==> config.mk <==
export PLATFORM = sky130hd
export DESIGN_NAME = sdl_top
export DESIGN_NICKNAME = d
export VERILOG_FILES = /design/src/rtl/sdl_pkg.sv /design/src/rtl/sdl_beat_if.sv /design/src/rtl/sdl_shift.sv /design/src/rtl/sdl_top.sv
export SDC_FILE = /design/constraint.sdc
export NUM_CORES = 1
export LEC_CHECK = 0
export BUFFER_PORTS_ARGS = -buffer_cell sky130_fd_sc_hd__buf_2
export CAP_MARGIN = 40
export CORE_ASPECT_RATIO = 1.5
export CORE_MARGIN = 1
export CORE_UTILIZATION = 58
export DETAILED_ROUTE_END_ITERATION = 12
export HOLD_SLACK_MARGIN = 0.08
export PLACE_DENSITY = 0.86
export SYNTH_ARGS = -nofsm -noshare
export SYNTH_HDL_FRONTEND = slang
export SYNTH_HIERARCHICAL = 1
export SYNTH_SLANG_ARGS = --single-unit
export TNS_END_PERCENT = 100
==> constraint.sdc <==
create_clock -name aclk -period 4 [get_ports aclk]
set_clock_uncertainty 0.15 [all_clocks]
set_input_delay 0.4 -clock aclk [delete_from_list [all_inputs] [get_ports aclk]]
set_output_delay 0.4 -clock aclk [all_outputs]
set_load 0.02 [all_outputs]
==> src/rtl/sdl_pkg.sv <==
// constants shared by the stream delay line and its register slave
// assumes one 50 MHz clock and an axi4-lite master on the register port
package sdl_pkg;

  // build-time limits and defaults of the delay path
  localparam int unsigned DELAY_DEPTH_MAX   = 16;
  localparam int unsigned DELAY_DEPTH_DEF   = 1;
  localparam int unsigned DATA_W_MAX        = 512;
  localparam int unsigned DATA_W_DEF        = 8;
  localparam int unsigned SYMBOL_W_DEF      = 8;
  localparam int unsigned CHANNEL_W_MAX     = 8;
  localparam int unsigned CHANNEL_W_DEF     = 1;
  localparam int unsigned CHANNEL_LIMIT_MAX = 255;
  localparam int unsigned CHANNEL_LIMIT_DEF = 1;
  localparam int unsigned ERROR_W_MAX       = 31;
  localparam int unsigned ERROR_W_DEF       = 1;

  // register bus geometry
  localparam int unsigned AXI_ADDR_W = 8;
  localparam int unsigned AXI_DATA_W = 32;
  localparam int unsigned AXI_STRB_W = 4;

  // register byte offsets
  localparam logic [7:0] CTRL_OFFSET     = 8'h00;
  localparam logic [7:0] STATUS_OFFSET   = 8'h04;
  localparam logic [7:0] BEAT_CNT_OFFSET = 8'h08;
  localparam logic [7:0] PKT_CNT_OFFSET  = 8'h0c;
  localparam logic [7:0] ERR_CNT_OFFSET  = 8'h10;

  // control fields
  localparam int unsigned CTRL_COUNT_EN_BIT = 0;
  localparam int unsigned CTRL_CLEAR_BIT    = 1;
  localparam logic        CTRL_COUNT_EN_RST = 1'h1;

  // status fields
  localparam int unsigned STATUS_PRIMED_BIT    = 0;
  localparam int unsigned STATUS_CHAN_OVER_BIT = 1;
  localparam int unsigned STATUS_DEPTH_LSB     = 8;
  localparam int unsigned DEPTH_FIELD_W        = 5;

  // axi response codes
  localparam logic [1:0] RESP_OKAY   = 2'h0;
  localparam logic [1:0] RESP_SLVERR = 2'h2;

endpackage

==> src/rtl/sdl_beat_if.sv <==
// flat beat word passed between the delay line top and its shift stages
// assumes both ends run on the same clock
interface sdl_beat_if #(
  parameter int unsigned WORD_W = 1
);
  logic [WORD_W-1:0] in_word;
  logic [WORD_W-1:0] out_word;

  modport feeder  (output in_word, input out_word);
  modport shifter (input in_word, output out_word);
endinterface

==> src/rtl/sdl_shift.sv <==
// fixed-depth shift register carrying one packed beat word per stage
// assumes a synchronous active-low reset on the same clock
module sdl_shift #(
  parameter int unsigned DEPTH  = sdl_pkg::DELAY_DEPTH_DEF,
  parameter int unsigned WORD_W = 1
) (
  input wire logic   aclk,
  input wire logic   aresetn,
  sdl_beat_if.shifter beat
);

  generate
    if (DEPTH == 0) begin : g_wire
      // no stage at all; reset still forces the outputs low
      assign beat.out_word = aresetn ? beat.in_word : '0;
    end else begin : g_reg
      typedef struct packed {
        logic [DEPTH-1:0][WORD_W-1:0] stage;
      } sdl_shift_state_t;

      sdl_shift_state_t s_q;
      sdl_shift_state_t s_d;

      // every stage moves each cycle: no backpressure to honour
      always_comb begin
        s_d          = s_q;
        s_d.stage[0] = beat.in_word;
        for (int i = 1; i < DEPTH; i++) begin
          s_d.stage[i] = s_q.stage[i-1];
        end
        // clearing all stages gives the zero hold after release
        if (!aresetn) begin
          s_d = '0;
        end
      end

      always_ff @(posedge aclk) begin
        s_q <= s_d;
      end

      assign beat.out_word = s_q.stage[DEPTH-1];
    end
  endgenerate

endmodule

==> src/rtl/sdl_top.sv <==
// streaming delay line with an axi4-lite statistics and control slave
// assumes upstream source and downstream sink share aclk, no ready used
//
// Operation
// - delay_depth is a build constant from 0 to 16, default 1
// - every accepted beat leaves exactly delay_depth cycles later, unchanged
// - each change of upstream_valid reaches downstream_valid delay_depth later
// - reset is sampled on the rising clock edge; at depth zero it gates the outputs at once
// - while reset is held all outputs, valid, data and sideband, are zero
// - after release outputs stay zero for delay_depth cycles
// - no ready exists; sink takes every beat, source is never stalled
// - data width is a build parameter 1 to 512, default 8
// - symbol width is a build parameter 1 to 512, default 8
// - packet option adds start, end and empty to the delay
// - channel option delays a 0-8 bit channel, limit 0-255
// - error option delays a 0-31 bit error; width zero means none
// - depth zero passes inputs straight through in the same cycle
//
// The implementer's own choices: the placing of the registers and register access over AXI4-Lite.
module sdl_top #(
  parameter int unsigned delay_depth           = sdl_pkg::DELAY_DEPTH_DEF,
  parameter int unsigned data_width            = sdl_pkg::DATA_W_DEF,
  parameter int unsigned symbol_width          = sdl_pkg::SYMBOL_W_DEF,
  parameter bit          packet_signals_enable = 1'b0,
  parameter bit          channel_signal_enable = 1'b0,
  parameter int unsigned channel_field_width   = sdl_pkg::CHANNEL_W_DEF,
  parameter int unsigned channel_count_limit   = sdl_pkg::CHANNEL_LIMIT_DEF,
  parameter bit          error_signal_enable   = 1'b0,
  parameter int unsigned error_field_width     = sdl_pkg::ERROR_W_DEF,
  // derived widths; a field of width zero still keeps one dead bit
  localparam int unsigned SYM_PER_BEAT =
    (data_width / symbol_width > 0) ? data_width / symbol_width : 1,
  localparam int unsigned EMPTY_W =
    (SYM_PER_BEAT > 1) ? $clog2(SYM_PER_BEAT) : 1,
  localparam int unsigned CH_W =
    (channel_field_width > 0) ? channel_field_width : 1,
  localparam int unsigned ER_W =
    (error_field_width > 0) ? error_field_width : 1
) (
  input  wire logic                            aclk,
  input  wire logic                            aresetn,
  // register slave
  input  wire logic [sdl_pkg::AXI_ADDR_W-1:0]  s_axi_awaddr,
  input  wire logic                            s_axi_awvalid,
  output logic                                 s_axi_awready,
  input  wire logic [sdl_pkg::AXI_DATA_W-1:0]  s_axi_wdata,
  input  wire logic [sdl_pkg::AXI_STRB_W-1:0]  s_axi_wstrb,
  input  wire logic                            s_axi_wvalid,
  output logic                                 s_axi_wready,
  output logic [1:0]                           s_axi_bresp,
  output logic                                 s_axi_bvalid,
  input  wire logic                            s_axi_bready,
  input  wire logic [sdl_pkg::AXI_ADDR_W-1:0]  s_axi_araddr,
  input  wire logic                            s_axi_arvalid,
  output logic                                 s_axi_arready,
  output logic [sdl_pkg::AXI_DATA_W-1:0]       s_axi_rdata,
  output logic [1:0]                           s_axi_rresp,
  output logic                                 s_axi_rvalid,
  input  wire logic                            s_axi_rready,
  // upstream stream, no ready
  input  wire logic                            upstream_valid,
  input  wire logic [data_width-1:0]           upstream_data,
  input  wire logic                            upstream_startofpacket,
  input  wire logic                            upstream_endofpacket,
  input  wire logic [EMPTY_W-1:0]              upstream_empty,
  input  wire logic [CH_W-1:0]                 upstream_channel,
  input  wire logic [ER_W-1:0]                 upstream_error,
  // downstream stream, no ready
  output logic                                 downstream_valid,
  output logic [data_width-1:0]                downstream_data,
  output logic                                 downstream_startofpacket,
  output logic                                 downstream_endofpacket,
  output logic [EMPTY_W-1:0]                   downstream_empty,
  output logic [CH_W-1:0]                      downstream_channel,
  output logic [ER_W-1:0]                      downstream_error
);

  // beat word, msb first: valid, data, sop, eop, empty, channel, error
  // the unpack further down must keep exactly the same order
  localparam int unsigned WORD_W = 1 + data_width + 2 + EMPTY_W + CH_W + ER_W;
  localparam int unsigned AW     = sdl_pkg::AXI_ADDR_W;
  localparam int unsigned DW     = sdl_pkg::AXI_DATA_W;
  localparam int unsigned PW     = sdl_pkg::DEPTH_FIELD_W;

  // option gates; a zero width disables its field just like the flag
  localparam bit PKT_ON = packet_signals_enable;
  localparam bit CH_ON  = channel_signal_enable &&
                          (channel_field_width != 0);
  localparam bit ER_ON  = error_signal_enable &&
                          (error_field_width != 0);

  localparam logic [PW-1:0] DEPTH_V     = PW'(delay_depth);
  localparam logic [8:0]    CH_LIMIT_V  = 9'(channel_count_limit);

  // register-side state in one word; the delay stages live in u_shift
  // counters are 32 bits and wrap silently, so software must poll in time
  typedef struct packed {
    logic              awready;
    logic              wready;
    logic              bvalid;
    logic [1:0]        bresp;
    logic              arready;
    logic              rvalid;
    logic [1:0]        rresp;
    logic [DW-1:0]     rdata;
    logic              aw_held;
    logic [AW-1:0]     aw_addr;
    logic              w_held;
    logic [DW-1:0]     w_data;
    logic [3:0]        w_strb;
    logic              count_en;
    logic [PW-1:0]     prime;
    logic              primed;
    logic [DW-1:0]     beat_cnt;
    logic [DW-1:0]     pkt_cnt;
    logic [DW-1:0]     err_cnt;
    logic              chan_over;
  } sdl_top_state_t;

  sdl_top_state_t s_q;
  sdl_top_state_t s_d;

  sdl_beat_if #(.WORD_W(WORD_W)) beat ();

  // pack the input beat; disabled sideband travels as zero
  // forcing it here keeps stray input bits out of the counters
  assign beat.in_word = {
    upstream_valid,
    upstream_data,
    PKT_ON ? upstream_startofpacket : 1'b0,
    PKT_ON ? upstream_endofpacket   : 1'b0,
    PKT_ON ? upstream_empty         : {EMPTY_W{1'b0}},
    CH_ON  ? upstream_channel       : {CH_W{1'b0}},
    ER_ON  ? upstream_error         : {ER_W{1'b0}}
  };

  // the delay itself; stages are the flip-flops driving the outputs
  // with depth zero the shift module shrinks to a reset-gated wire
  sdl_shift #(
    .DEPTH  (delay_depth),
    .WORD_W (WORD_W)
  ) u_shift (
    .aclk    (aclk),
    .aresetn (aresetn),
    .beat    (beat)
  );

  // unpack; no ready port anywhere, so nothing can stall the path
  // only the depth-zero path leaves the outputs without a flip-flop
  assign {
    downstream_valid,
    downstream_data,
    downstream_startofpacket,
    downstream_endofpacket,
    downstream_empty,
    downstream_channel,
    downstream_error
  } = beat.out_word;

  // register file, counters and bus handshakes in one next-state process
  always_comb begin
    logic          do_clear;
    logic          wr_hit;
    logic [AW-1:0] rd_addr;
    logic [AW-1:0] wr_addr;
    s_d      = s_q;
    do_clear = 1'b0;
    wr_hit   = 1'b0;
    // address bits 1:0 are ignored, so any byte offset hits its word
    rd_addr  = {s_axi_araddr[AW-1:2], 2'h0};
    wr_addr  = {s_q.aw_addr[AW-1:2], 2'h0};

    // address and data may arrive in either order; hold each one
    if (s_axi_awvalid && s_q.awready) begin
      s_d.aw_held = 1'b1;
      s_d.aw_addr = s_axi_awaddr;
    end
    if (s_axi_wvalid && s_q.wready) begin
      s_d.w_held = 1'b1;
      s_d.w_data = s_axi_wdata;
      s_d.w_strb = s_axi_wstrb;
    end

    // perform the write once both halves are in and no answer pends
    if (s_q.aw_held && s_q.w_held && !s_q.bvalid) begin
      s_d.aw_held = 1'b0;
      s_d.w_held  = 1'b0;
      s_d.bvalid  = 1'b1;
      s_d.bresp   = sdl_pkg::RESP_OKAY;
      wr_hit      = 1'b1;
      case (wr_addr)
        sdl_pkg::CTRL_OFFSET: begin
          // both control fields sit in byte 0, so only its strobe counts
          if (s_q.w_strb[0]) begin
            s_d.count_en = s_q.w_data[sdl_pkg::CTRL_COUNT_EN_BIT];
            do_clear     = s_q.w_data[sdl_pkg::CTRL_CLEAR_BIT];
          end
        end
        sdl_pkg::STATUS_OFFSET,
        sdl_pkg::BEAT_CNT_OFFSET,
        sdl_pkg::PKT_CNT_OFFSET,
        sdl_pkg::ERR_CNT_OFFSET: begin
          s_d.bresp = sdl_pkg::RESP_OKAY; // read-only, write ignored
        end
        default: begin
          s_d.bresp = sdl_pkg::RESP_SLVERR;
        end
      endcase
    end else if (s_q.bvalid && s_axi_bready) begin
      s_d.bvalid = 1'b0;
    end

    // clear first, so a beat in the same cycle still counts
    // do_clear lives one cycle only, so the clear needs no self-clearing
    // counters watch the delayed side: a beat counts when it leaves, and
    // beats still inside the delay at a clear are counted afterwards
    if (do_clear) begin
      s_d.beat_cnt  = '0;
      s_d.pkt_cnt   = '0;
      s_d.err_cnt   = '0;
      s_d.chan_over = 1'b0;
    end
    if (s_q.count_en && downstream_valid) begin
      s_d.beat_cnt = s_d.beat_cnt + 1'b1;
      if (downstream_endofpacket) begin
        s_d.pkt_cnt = s_d.pkt_cnt + 1'b1;
      end
      if (downstream_error != '0) begin
        s_d.err_cnt = s_d.err_cnt + 1'b1;
      end
    end
    // channel beyond the configured limit is flagged, not dropped
    // the flag is sticky until software clears it through ctrl
    if (CH_ON && downstream_valid &&
        (9'(downstream_channel) > CH_LIMIT_V)) begin
      s_d.chan_over = 1'b1;
    end

    // primed once the zero hold after reset has run out
    // with depth zero the flag is already set by reset itself
    if (s_q.prime != DEPTH_V) begin
      s_d.prime = s_q.prime + 1'b1;
    end
    s_d.primed = (s_d.prime == DEPTH_V);

    // read channel: one read in flight, answer the cycle after accept
    // rdata stays as it is after the handshake; only rvalid drops
    if (s_axi_arvalid && s_q.arready) begin
      s_d.rvalid = 1'b1;
      s_d.rresp  = sdl_pkg::RESP_OKAY;
      s_d.rdata  = '0;
      case (rd_addr)
        sdl_pkg::CTRL_OFFSET: begin
          s_d.rdata[sdl_pkg::CTRL_COUNT_EN_BIT] = s_q.count_en;
        end
        sdl_pkg::STATUS_OFFSET: begin
          s_d.rdata[sdl_pkg::STATUS_PRIMED_BIT]    = s_q.primed;
          s_d.rdata[sdl_pkg::STATUS_CHAN_OVER_BIT] = s_q.chan_over;
          s_d.rdata[sdl_pkg::STATUS_DEPTH_LSB +: PW] = DEPTH_V;
        end
        sdl_pkg::BEAT_CNT_OFFSET: s_d.rdata = s_q.beat_cnt;
        sdl_pkg::PKT_CNT_OFFSET:  s_d.rdata = s_q.pkt_cnt;
        sdl_pkg::ERR_CNT_OFFSET:  s_d.rdata = s_q.err_cnt;
        // unmapped words read zero with an error response
        default: begin
          s_d.rresp = sdl_pkg::RESP_SLVERR;
        end
      endcase
    end else if (s_q.rvalid && s_axi_rready) begin
      s_d.rvalid = 1'b0;
    end

    // readies registered so the bus outputs come from flip-flops
    // wr_hit holds them low in the cycle the write is performed, so a
    // second write cannot slip in before bvalid rises
    s_d.awready = !s_d.aw_held && !s_d.bvalid && !wr_hit;
    s_d.wready  = !s_d.w_held && !s_d.bvalid && !wr_hit;
    s_d.arready = !s_d.rvalid;

    // synchronous reset: counters, bus state and prime counter cleared
    // count_en comes up set so statistics run without any setup
    if (!aresetn) begin
      s_d          = '0;
      s_d.awready  = 1'b1;
      s_d.wready   = 1'b1;
      s_d.arready  = 1'b1;
      s_d.count_en = sdl_pkg::CTRL_COUNT_EN_RST;
      s_d.primed   = (DEPTH_V == '0);
    end
  end

  // one register for the whole state word keeps reset handling uniform
  always_ff @(posedge aclk) begin
    s_q <= s_d;
  end

  // bus outputs straight from the state register
  // a response code means something only while its valid is high
  assign s_axi_awready = s_q.awready;
  assign s_axi_wready  = s_q.wready;
  assign s_axi_bvalid  = s_q.bvalid;
  assign s_axi_bresp   = s_q.bresp;
  assign s_axi_arready = s_q.arready;
  assign s_axi_rvalid  = s_q.rvalid;
  assign s_axi_rresp   = s_q.rresp;
  assign s_axi_rdata   = s_q.rdata;

endmodule

; ---- Word-level counts from Yosys, hierarchy flattened
; Index checks and enable logic that the tools add are counted.
[word_totals]
reg_bits = 204
inputBits = 73
wordCells = 82
[op_classes]
n_addsub = 4
eq_ne = 10
muxes = 24
n_reduce_logical = 23
[op_table]
columns = operator, count
row1 = two-way mux 97 bit, 1
row2 = adder 32 x 1 -> 32 bit (second input constant), 3
row3 = two-way mux 96 bit, 1
row4 = two-way mux 32 bit, 2
row5 = one-hot mux 19 bit (3 select lines), 1
row6 = two-way mux 37 bit, 1
row7 = equality test 6 x 2 -> 1 bit (second input constant), 4
row8 = one-hot mux 5 bit (4 select lines), 1
row9 = one-hot mux 6 bit (3 select lines), 1
row10 = equality test 6 x 1 -> 1 bit (second input constant), 2
row11 = equality test 6 x 3 -> 1 bit (second input constant), 2
row12 = logical AND 1 bit, 12
row13 = logical NOT 6 bit, 2
row14 = two-way mux 1 bit, 10
row15 = OR reduction 5 bit, 2
row16 = two-way mux 9 bit, 1
row17 = logical NOT 1 bit, 6
row18 = adder 5 x 1 -> 5 bit (second input constant), 1
row19 = equality test 5 x 1 -> 1 bit (second input constant), 1
row20 = two-way mux 5 bit, 1
row21 = != test 5 x 1 -> 1 bit (second input constant), 1
row22 = one-hot mux 1 bit (5 select lines), 1
row23 = two-way mux 2 bit, 2
row24 = one-hot mux 1 bit (3 select lines), 1
row25 = AND reduction 3 bit, 1

; ---- Logic depth before layout (Yosys ltp)
; Gate-level depths: netlist of the first run.
[logic_depth]
ltp_word = 7
mapped_depth = 11
depth_no_buf = 9

; ---- Modules after synthesis
; The synthesis of the first run kept the hierarchy.
[by_module_without_submodules]
columns = mod, instances, cells_per_inst, area_each_um2
row1 = sdl_top, 1, 857, 7409.6
row2 = sdl_shift, 1, 29, 391.6

; ---- Worst setup path after synthesis of the first run
; No wires, ideal clock.
[synth_timing]
path_kind = register to register
start = register s_q, in the netlist s_axi_bvalid
end = register s_q[25] (netlist bit)
arrival_ns = 2.729
required_time_ns = 3.780
path_slack_ns = 1.051
path_stages_with_launch = 12
n_path_buf = 2
cell_sequence = dfxtp_1 > and3b_1 > nand4_1 > clkbuf_1 > and2_1 > ha_1 > nand4_1 > nor3_1 > nand4_1 > clkbuf_1 > or3_1 > a21oi_1
[synth_between]
elab_chain_len = 7
[synth_lines]
columns = item, line_no
row1 = "start, declared", sdl_top.sv:120  ; sdl_top_state_t s_q;
row2 = "start signal, assigned", sdl_top.sv:294  ; s_q <= s_d;
row3 = logical NOT 1 bit (*), sdl_top.sv:185  ; if (s_q.aw_held && s_q.w_held && !s_q.bvalid) begin
row4 = logical AND 1 bit (*), sdl_top.sv:185
row5 = two-way mux 1 bit (*), sdl_top.sv:185
row6 = two-way mux 97 bit (*), sdl_top.sv:217  ; if (do_clear) begin
row7 = adder 32 x 1 -> 32 bit, sdl_top.sv:229  ; s_d.err_cnt = s_d.err_cnt + 1'b1;
row8 = two-way mux 32 bit, sdl_top.sv:228  ; if (downstream_error != '0) begin
row9 = two-way mux 96 bit (*), sdl_top.sv:223  ; if (s_q.count_en && downstream_valid) begin
; Mark *: on every way between the ends. The rest lies on a longest branch, timed or not.
; A chain may end at the register's enable or synchronous reset.

; ---- Final worst setup path of the first run
[layout_timing]
start = register s_q, in the netlist s_axi_bvalid
end = register s_q[31] (netlist bit)
; Same word-level chain as after synthesis.

==> qor.yml, run 1 <==
chipWidth_um: 96.7
final_common_cell: "sky130_fd_sc_hd__dfxtp_1"
cp.required_ns: 4.21
wl_um: 17900
drv_slew: 0
cts-buffers-inserted: 17
cpMaxStageDelayCell: "sky130_fd_sc_hd__or4_1"
grt_use_total: 0.265
postSynth.asyncResetShare: 0
row_count: 51
setup.worst_path.class: "reg -> reg"
max_slew.worst_pin.slew_ns: 0.732
die_height_um: 144
setup_violations: 0
max_freq_ghz: 0.307
antenna_violations_before_repair: 0
arrival_time_reported_for_the_critical_path_endpoint_ns: 3.46
global_route_wire_length_before_repair_um: 29500
detailedPlacementHpwl_um: 12200
route.detailed.vias_per_inst: 5.86
area_growth_syn_to_layout_pct: 13.3
cpMostUsedCell: "sky130_fd_sc_hd__nand4_1"
clk-insertion-delay-late_ns: 0.43
avgSynthCellArea_sq_um: 8.81
final_net_count: 1020
first_global_vias: 6368
cts.sinks: 167
n_antenna_cell: 0
grt_start_max_net_pins: 51
die_area_sq_um: 13900
synth-edff-count: 0
worst_slew_margin_rel: 0.508
unrepaired_setup_endpoints_after_global_routing: "no"
layout-drive-gt1-share: 0.156
totalNegativeSetupSlack_ns: 0
tritoncts: "done"
yosys_register_bits: 167
final_hold_viol_count: 0
synthDistinctLibCells: 50
worst_path_max_fanout: 12
synth_mux_area_frac: 0.0439
post_synth_xor_area_fraction: 0.0831
dr.pass1.iters: 5
layout_worst_path_cycle_share: 0.814
cp_num_buf_inv: 1
drc_errors: 0
worst_ir_drop_vdd_mv: 0.274
worst_path_dominant_cell_family: "simple AND/OR/NAND/NOR gates"
final_core_util: 0.675
cts.clk_slew.worst_paths_ns: 0.07
global_route.overflow_total: 0
yosys_warnings: 6
post_synth_adder_cell_area: 0.00802
power_density_nw_per_um2: 414
max-clock-path-buffers: 2
run_status: "finished, final reports clean"
critical-path-max-stage-delay_ns: 0.56
layout.cells.most_common_list: "sky130_fd_sc_hd__dfxtp_1 (167), sky130_fd_sc_hd__nor2_1 (83), sky130_fd_sc_hd__buf_2 (83)"
routed-via-count: 6528
cts_root_buffer: "sky130_fd_sc_hd__clkbuf_16"
crit_chain: "and3b_1 -> nand4_1 -> and2_1 -> ha_1 -> nand4_1 -> nor3_1 -> buf_4 -> nand4_1 -> or4_1 -> a21oi_1"
max_cap_viol_count: 0
synth-simple-area-share: 0.245
num_io_pins: 128
synth_top_family_by_area: "simple AND/OR/NAND/NOR gates"
design.core.area_sq_um: 13100
antenna_left: 0
gp_congestion: 0.842
postSynthCellCount: 886
ctsHtreeMaxLevel: 4
fill_count: 977
ys_seq_area_frac: 0.429
post_drt_wl_per_cell_um: 16.1
critPathLaunchType: "flop"
drt_iter0_drc: 345
critical_path.endpoint_type: "flop"
postSynth.topFlopCell: "sky130_fd_sc_hd__dfxtp_1"
postCtsResizedCells: 0
post-route-min-period_ns: 3.26
hold_path.class: "in -> reg"
area_fraction_in_compound_gates_after_synthesis: 0.128
power_leakage_nw: 3.48
port-buffer-count: 83
initial_utilization: 0.596
synthesis.area_sq_um: 7800
final timing paths:
kind / startpoint / end / slack (ns) / depth (start not counted)
setup / recovery: s_axi_bvalid / s_q[31] / 0.74 / 10
setup reg to reg: s_axi_bvalid / s_q[31] / 0.74 / 10
hold reg to reg: s_q[104] / s_q[104] / 0.32 / 2
hold / removal: s_axi_wdata[0] / s_q[108] / 0.09 / 3
cell type report:
class,count,area [sq um],area share
Sequential cell,167,3340,0.378
Tap cell,159,199,0.0225
Inverter,12,45.0,0.00510
Multi-Input combinational cell,633,3990,0.452
Clock inverter,15,145,0.0164
Timing Repair Buffer,111,686,0.0776
Clock buffer,17,425,0.0481
per-layer routing:
| layer | vias to the layer above | wire [um] | track usage | share of wire |
|---|---|---|---|---|
| met1 | 3091 | 6850 | 0.271 | 0.38 |
| met4 | 0 | 752 | 0.151 | 0.042 |
| met3 | 55 | 725 | 0.0570 | 0.040 |
| li1 | 3185 | - | - | - |
| met5 | - | 0 | 0 | 0 |
| met2 | 197 | 9610 | 0.499 | 0.54 |
power by group:
| part | switching [mW] | internal, mW |
|---|---|---|
| Sequential | 0.0424 | 1.72 |
| Clock | 0.711 | 0.870 |
| Combinational | 0.183 | 0.131 |
synthesized netlist by cell type (3+ instances only):
cell	count	area share
sky130_fd_sc_hd__xor2_1	51	0.057
sky130_fd_sc_hd__a21boi_0	14	0.013
sky130_fd_sc_hd__a32o_1	4	0.0051
sky130_fd_sc_hd__nand2b_1	3	0.0024
sky130_fd_sc_hd__o31ai_1	5	0.0048
sky130_fd_sc_hd__nor2_1	83	0.040
sky130_fd_sc_hd__clkbuf_1	38	0.018
sky130_fd_sc_hd__nand3_1	50	0.032
sky130_fd_sc_hd__mux2i_1	32	0.041
sky130_fd_sc_hd__buf_1	3	0.0014
sky130_fd_sc_hd__a21oi_1	49	0.031
sky130_fd_sc_hd__and2_2	10	0.0096
sky130_fd_sc_hd__o21a_1	4	0.0038
sky130_fd_sc_hd__xnor2_1	23	0.026
sky130_fd_sc_hd__o21ai_0	48	0.031
sky130_fd_sc_hd__nor4_4	3	0.0082
sky130_fd_sc_hd__nor2b_1	3	0.0024
sky130_fd_sc_hd__nand2_1	69	0.033
sky130_fd_sc_hd__inv_1	12	0.0058
sky130_fd_sc_hd__dfxtp_1	167	0.43
sky130_fd_sc_hd__or4_1	4	0.0038
sky130_fd_sc_hd__ha_1	5	0.0080
sky130_fd_sc_hd__and2_1	25	0.020
sky130_fd_sc_hd__nor4_1	4	0.0032
sky130_fd_sc_hd__and3_1	23	0.018
sky130_fd_sc_hd__and4_1	7	0.0079
sky130_fd_sc_hd__nand4_1	34	0.027
sky130_fd_sc_hd__a2bb2oi_1	26	0.029
sky130_fd_sc_hd__nor3_1	9	0.0058
sky130_fd_sc_hd__o211ai_1	3	0.0029
sky130_fd_sc_hd__buf_4	36	0.035
sky130_fd_sc_hd__or3_1	16	0.013
worst min-delay path: stages:
cell and delay (ns):
sky130_fd_sc_hd__buf_2 0.10, sky130_fd_sc_hd__nand3_1 0.06, sky130_fd_sc_hd__a21boi_0 0.07
per-stage QoR:
stage	std cells	cell area [sq um]	setup slack, ns	hold slack (ns)	power (mW)
3_3_place_gp	1065	8080	1.01	0.305	2.08
3_5_place_dp	1066	8110	0.939	0.314	2.10
2_1_floorplan	892	7820	1.05	0.289	2.04
5_1_grt	1114	8840	0.502	0.105	3.78
6_report	1114	8840	0.745	0.0899	3.66
4_1_cts	1114	8840	0.802	0.0842	3.67
sequential cells by signal, indices dropped and copies added, names as in the netlist:
name / cells
s_axi_rresp: 1
s_axi_rdata: 32
u_shift/beat.out_word: 14
s_axi_bvalid: 1
s_axi_awready: 1
s_q: 114
s_axi_wready: 1
s_axi_arready: 1
s_axi_bresp: 1
s_axi_rvalid: 1
what timing repair did:
| action | CTS | global route |
|---|---|---|
| hold buffers | 16 | 0 |
| endpoints found under the hold margin | 16 | 0 |
| setup buffers | 0 | 0 |
cell families after synthesis:
logic type	after synthesis
fa+ha+maj	5
other cells	1
compound gates	159
xor+xnor	74
mux	33
flops	167
buf+inv	92
simple gates	355
(Power assumes the default switching activity.)
==> run 2, diff against run 1 <==
Settings changed: CORE_UTILIZATION 58 to 52, PLACE_DENSITY 0.86 to 0.81.
Clock period 4 ns to 2.7 ns, I/O delays scaled along.
==> run 2 against run 1 <==
Against the previous run:
- cell count up 5.6%
- non-clock buffer count up 25
- combinational power up 58%
- global-route usage is 1.8 points lower
- flip-flop and latch count is the same
- power up 54%
- core utilization is 4.2 points lower
- count of clock-buffer cells in the layout grew 2
- sequential share of layout area shrank 1.6 points
- wire length rose by 3.9%
- critical path type unchanged
==> qor.yml, run 2 (same netlist as run 1, synthesis figures left out) <==
run_status: "finished, final reports clean"
die_area_sq_um: 15500
detailedPlacementHpwl_um: 12600
reg2reg_to: "s_q[27]"
worst_slew_margin_rel: 0.503
routed-via-count: 6739
max_freq_ghz: 0.375
unrepaired_setup_endpoints_after_global_routing: "yes"
initial_utilization: 0.535
die_height_um: 152
power_density_nw_per_um2: 611
global_route.overflow_total: 0
port-buffer-count: 83
grt_use_total: 0.248
worst-r2r-cell-count: 10
drc_errors: 0
max_cap_viol_count: 0
max-clock-path-buffers: 2
reg2reg_slack_ns: 0.03
row_count: 54
critical_path.endpoint_type: "flop"
min-delay-start: "s_axi_awvalid"
holdPathStages: 4
worst_ir_drop_vdd_mv: 0.471
area_growth_syn_to_layout_pct: 18.4
gp_congestion: 0.864
timing.hold.ws_ns: 0.129
largest-register: "s_q"
critPathLaunchType: "flop"
power.total_mw: 5.64
drt_iter0_drc: 310
final_hold_viol_count: 0
final_common_cell: "sky130_fd_sc_hd__dfxtp_1"
finalInstanceArea_sq_um: 9240
layout_worst_path_cycle_share: 0.988
post-route-min-period_ns: 2.67
design.core.area_sq_um: 14600
hold_path.class: "in -> reg"
clk-insertion-delay-late_ns: 0.43
tritoncts: "done"
fill_count: 1174
final_net_count: 1045
ctsHtreeMaxLevel: 4
dp.cells: 1114
global_route_wire_length_before_repair_um: 30300
layout.cells.most_common_list: "sky130_fd_sc_hd__dfxtp_1 (166), sky130_fd_sc_hd__nor2_1 (83), sky130_fd_sc_hd__buf_2 (83)"
num_io_pins: 128
placed_area_sq_um: 8270
largest_reg_flops: 114
worst_path_max_fanout: 7
first_global_vias: 6568
arrival_time_reported_for_the_critical_path_endpoint_ns: 2.88
cts.clk_slew.worst_paths_ns: 0.07
setup_violations: 0
drv_slew: 0
setup.worst_path.class: "reg -> reg"
timing.rr.start: "s_axi_bvalid"
fin_cells: 1176
cp.required_ns: 2.91
route.detailed.vias_per_inst: 5.73
post_drt_wl_per_cell_um: 15.8
antenna_left: 0
cts-buffers-inserted: 17
cts.sinks: 167
max_slew.worst_pin.slew_ns: 0.739
wl_um: 18600
hold_end: "s_q[147]"
power_leakage_nw: 3.63
chipWidth_um: 102
grt_start_max_net_pins: 54
dr.pass1.iters: 5
n_antenna_cell: 0
antenna_violations_before_repair: 0
cts_root_buffer: "sky130_fd_sc_hd__clkbuf_16"
layout-drive-gt1-share: 0.181
==> run 2: changes by cell type in the layout (fill, tap and decap cells not counted), sizes merged <==
| cell | delta |
|---|---|
| buf | +15 |
| bufinv | +2 |
| dlygate4sd3 | +10 |
| clkinvlp | -1 |
| clkbuf | +2 |
| inv | -3 |
==> run 2: final cells by class <==
type                            instances  area [sq um]  area share
Tap cell                              196           245      0.0265
Clock inverter                         13           169      0.0183
Inverter                               12          45.0     0.00488
Sequential cell                       167          3340       0.362
Multi-Input combinational cell        633          4050       0.438
Clock buffer                           19           453      0.0490
Timing Repair Buffer                  136           932       0.101
==> run 2: worst max-delay path, cell delays in order, from the launching register on <==
cell and delay [ns]:
sky130_fd_sc_hd__dfxtp_2 0.33, sky130_fd_sc_hd__and3b_2 0.22, sky130_fd_sc_hd__nand4_1 0.19, sky130_fd_sc_hd__and2_4 0.21
sky130_fd_sc_hd__ha_4 0.13, sky130_fd_sc_hd__nand4_1 0.19, sky130_fd_sc_hd__nor3_2 0.32, sky130_fd_sc_hd__nand4_1 0.19
sky130_fd_sc_hd__buf_6 0.18, sky130_fd_sc_hd__or3_4 0.36, sky130_fd_sc_hd__a21oi_2 0.12
==> run 2: through the flow <==
step           setup TNS [ns]   util  worst slack [ns]
3_5_place_dp                0  0.567             0.114
5_1_grt                -0.428  0.633            -0.109
6_report                    0  0.633            0.0332
2_1_floorplan               0      -           0.00253
3_3_place_gp                0  0.567             0.176
4_1_cts                     0  0.627            0.0460
==> run 2: worst max path at each step <==
stage,start,slack [ns],end
finish,s_axi_bvalid,0.03,s_q[27]
global route,s_axi_bvalid,-0.11,s_q[27]
CTS,s_axi_bvalid,0.05,s_q[27]
detailed placement,s_axi_bvalid,0.11,s_q[27]
global placement,s_axi_bvalid,0.18,s_q[27]
floorplan,s_axi_bvalid,0.003,s_q[25]
==> run 2: repair_timing <==
item                                    4_1_cts  5_1_grt
buffers inserted                              0        5
endpoints found under the hold margin        27        0
endpoints found under the setup margin        0       15
hold buffers                                 26        0
resized for setup                             0       14
==> run 2: routing by layer <==
metal  vias to the layer above  global-route usage  share of wire
li1                       3243                   -              -
met1                      3255               0.261           0.38
met2                       182               0.446           0.53
met3                        59              0.0465          0.038
met4                         0               0.141          0.047
met5                         -                   0              0
==> run 2: report_power, final <==
part,leakage (nW),internal (mW),switching (mW),total (mW)
clock,0.293,1.51,1.02,2.53
sequential,1.36,2.55,0.0621,2.61
combinational,1.98,0.218,0.278,0.497
==> run 3, diff against run 2 <==
Clock period 2.7 ns to 2.15 ns, I/O delays scaled along.
==> run 3 against run 2 <==
Against the previous run:
- the flow now finishes with violations (setup timing)
- combinational power rose by 41%
- first-iteration DRC count grew 36%
- die area stayed put
- wire length increased by 20%
- worst hold slack worse by 0.0034 ns
- global-route usage up 3.6 points
- sequential power rose by 26%
- core utilization rose by 5.1 points
- register-to-register slack lost 0.39 ns
- highest routed layer unchanged
==> qor.yml, run 3 (same netlist as run 1, synthesis figures left out) <==
run_status: "finished with violations"
violations: "setup timing"
cts-buffers-inserted: 17
place_worst_setup_slack_ns: -0.359
cp_num_buf_inv: 3
largest-register: "s_q"
power.net_switching_mw: 1.77
min-delay-start: "s_axi_araddr[4]"
unrepaired_setup_endpoints_after_global_routing: "yes"
finalWorstSetupSlack_ns: -0.360
cpMaxStageDelayCell: "sky130_fd_sc_hd__nor4_4"
first_global_vias: 7305
reg2reg_slack_ns: -0.36
cp.required_ns: 2.32
dr.pass1.iters: 5
arrival_time_reported_for_the_critical_path_endpoint_ns: 2.68
setup_violations: 42
largest_reg_flops: 114
finalInstanceArea_sq_um: 9980
critical_path.endpoint_type: "flop"
placed_area_sq_um: 8660
max_freq_ghz: 0.398
layout_worst_path_cycle_share: 1.17
cpMostUsedCell: "sky130_fd_sc_hd__buf_4"
final_net_count: 1107
cts.clk_slew.worst_paths_ns: 0.07
die_height_um: 152
setup.worst_path.class: "reg -> reg"
final_core_util: 0.684
worst_path_max_fanout: 7
timing.rr.start: "s_axi_bvalid"
design.core.area_sq_um: 14600
row_count: 54
critPathLaunchType: "flop"
final_common_cell: "sky130_fd_sc_hd__dfxtp_1"
routed-via-count: 7271
worst_path_dominant_cell_family: "simple AND/OR/NAND/NOR gates"
tritoncts: "done"
timing.hold.ws_ns: 0.125
power.share.switching: 0.259
chipWidth_um: 102
area_growth_syn_to_layout_pct: 27.9
cts_root_buffer: "sky130_fd_sc_hd__clkbuf_16"
die_area_sq_um: 15500
fraction_of_power_consumed_by_the_clock_network: 0.418
fin_cells: 1238
worst_slew_margin_rel: 0.634
post_drt_wl_per_cell_um: 18.0
worst_ir_drop_vdd_mv: 0.502
power_leakage_nw: 4.01
critical-path-max-stage-delay_ns: 0.36
n_antenna_cell: 0
port-buffer-count: 83
gp_congestion: 0.865
max_slew.worst_pin.slew_ns: 0.544
initial_utilization: 0.535
max-clock-path-buffers: 2
detailedPlacementHpwl_um: 13500
final_hold_viol_count: 0
route.detailed.vias_per_inst: 5.87
totalNegativeSetupSlack_ns: -9.64
antenna_violations_before_repair: 0
power.total_mw: 6.84
crit_chain: "and3b_1 -> nand4_1 -> buf_4 -> buf_6 -> and2_4 -> ha_4 -> nand2_4 -> nor4_4 -> buf_4 -> nand3_1 -> xor2_1 -> nor2_1"
wl_um: 22300
antenna_left: 0
max_cap_viol_count: 0
drv_slew: 0
cts.sinks: 167
ctsHtreeMaxLevel: 4
drt_iter0_drc: 423
layout.cells.most_common_list: "sky130_fd_sc_hd__dfxtp_1 (164), sky130_fd_sc_hd__buf_2 (83), sky130_fd_sc_hd__nor2_1 (80)"
grt_start_max_net_pins: 55
global_route.overflow_total: 0
clk-insertion-delay-late_ns: 0.43
layout-drive-gt1-share: 0.261
share_seq_of_total_power: 0.480
hold_path.class: "in -> reg"
drc_errors: 0
post-route-min-period_ns: 2.51
dp.cells: 1157
p_int_mw: 5.07
num_io_pins: 128
crit_path_start: "s_axi_bvalid"
global_route_wire_length_before_repair_um: 34400
grt_use_total: 0.284
comb_power_share: 0.102
power_density_nw_per_um2: 686
[run 3: cell type report]
type / instances / area (sq um)
flip-flops and latches: 167 / 3350
fillers: 1030 / 4620
inverters: 12 / 45.0
multi-input cells: 633 / 4320
clock inverters: 13 / 95.1
clock buffers: 19 / 453
repair buffers: 198 / 1470
well taps: 196 / 245
[run 3: timing repair]
action,4_1_cts,5_1_grt
hold endpoints to repair,25,0
gates resized for setup,27,40
cloned,0,1
hold buffers,33,0
setup endpoints to repair,41,91
setup buffers,15,11
pin swaps,24,34
[run 3: path summary, 6_finish.rpt]
kind,cells past startpoint,to
min,4,s_axi_rdata[8]
max reg2reg,12,s_q[49]
min reg2reg,2,s_q[96]
max,12,s_q[49]
[run 3: metal layers]
layer	track usage	share of wire	vias to the layer above
li1	-	-	3360
met4	0.217	0.070	0
met3	0.0543	0.053	119
met2	0.487	0.52	324
met5	0	0	-
met1	0.297	0.36	3468
[run 3: worst reg2reg max path: stages (launching register included)]
cell                      delay [ns]
sky130_fd_sc_hd__dfxtp_4        0.34
sky130_fd_sc_hd__and3b_1        0.18
sky130_fd_sc_hd__nand4_1        0.20
sky130_fd_sc_hd__buf_4          0.17
sky130_fd_sc_hd__buf_6          0.11
sky130_fd_sc_hd__and2_4         0.16
sky130_fd_sc_hd__ha_4           0.15
sky130_fd_sc_hd__nand2_4        0.06
sky130_fd_sc_hd__nor4_4         0.36
sky130_fd_sc_hd__buf_4          0.22
sky130_fd_sc_hd__nand3_1        0.10
sky130_fd_sc_hd__xor2_1         0.15
sky130_fd_sc_hd__nor2_1         0.05
[run 3: power groups by stage]
stage | combinational (mW) | sequential (mW) | clock [mW]
after CTS | 0.663 | 3.28 | 2.86
after global placement | 0.583 | 3.34 | 0
after detailed placement | 0.599 | 3.34 | 0
after floorplan | 0.432 | 3.36 | 0
after global routing | 0.764 | 3.29 | 3.01
final | 0.701 | 3.28 | 2.86
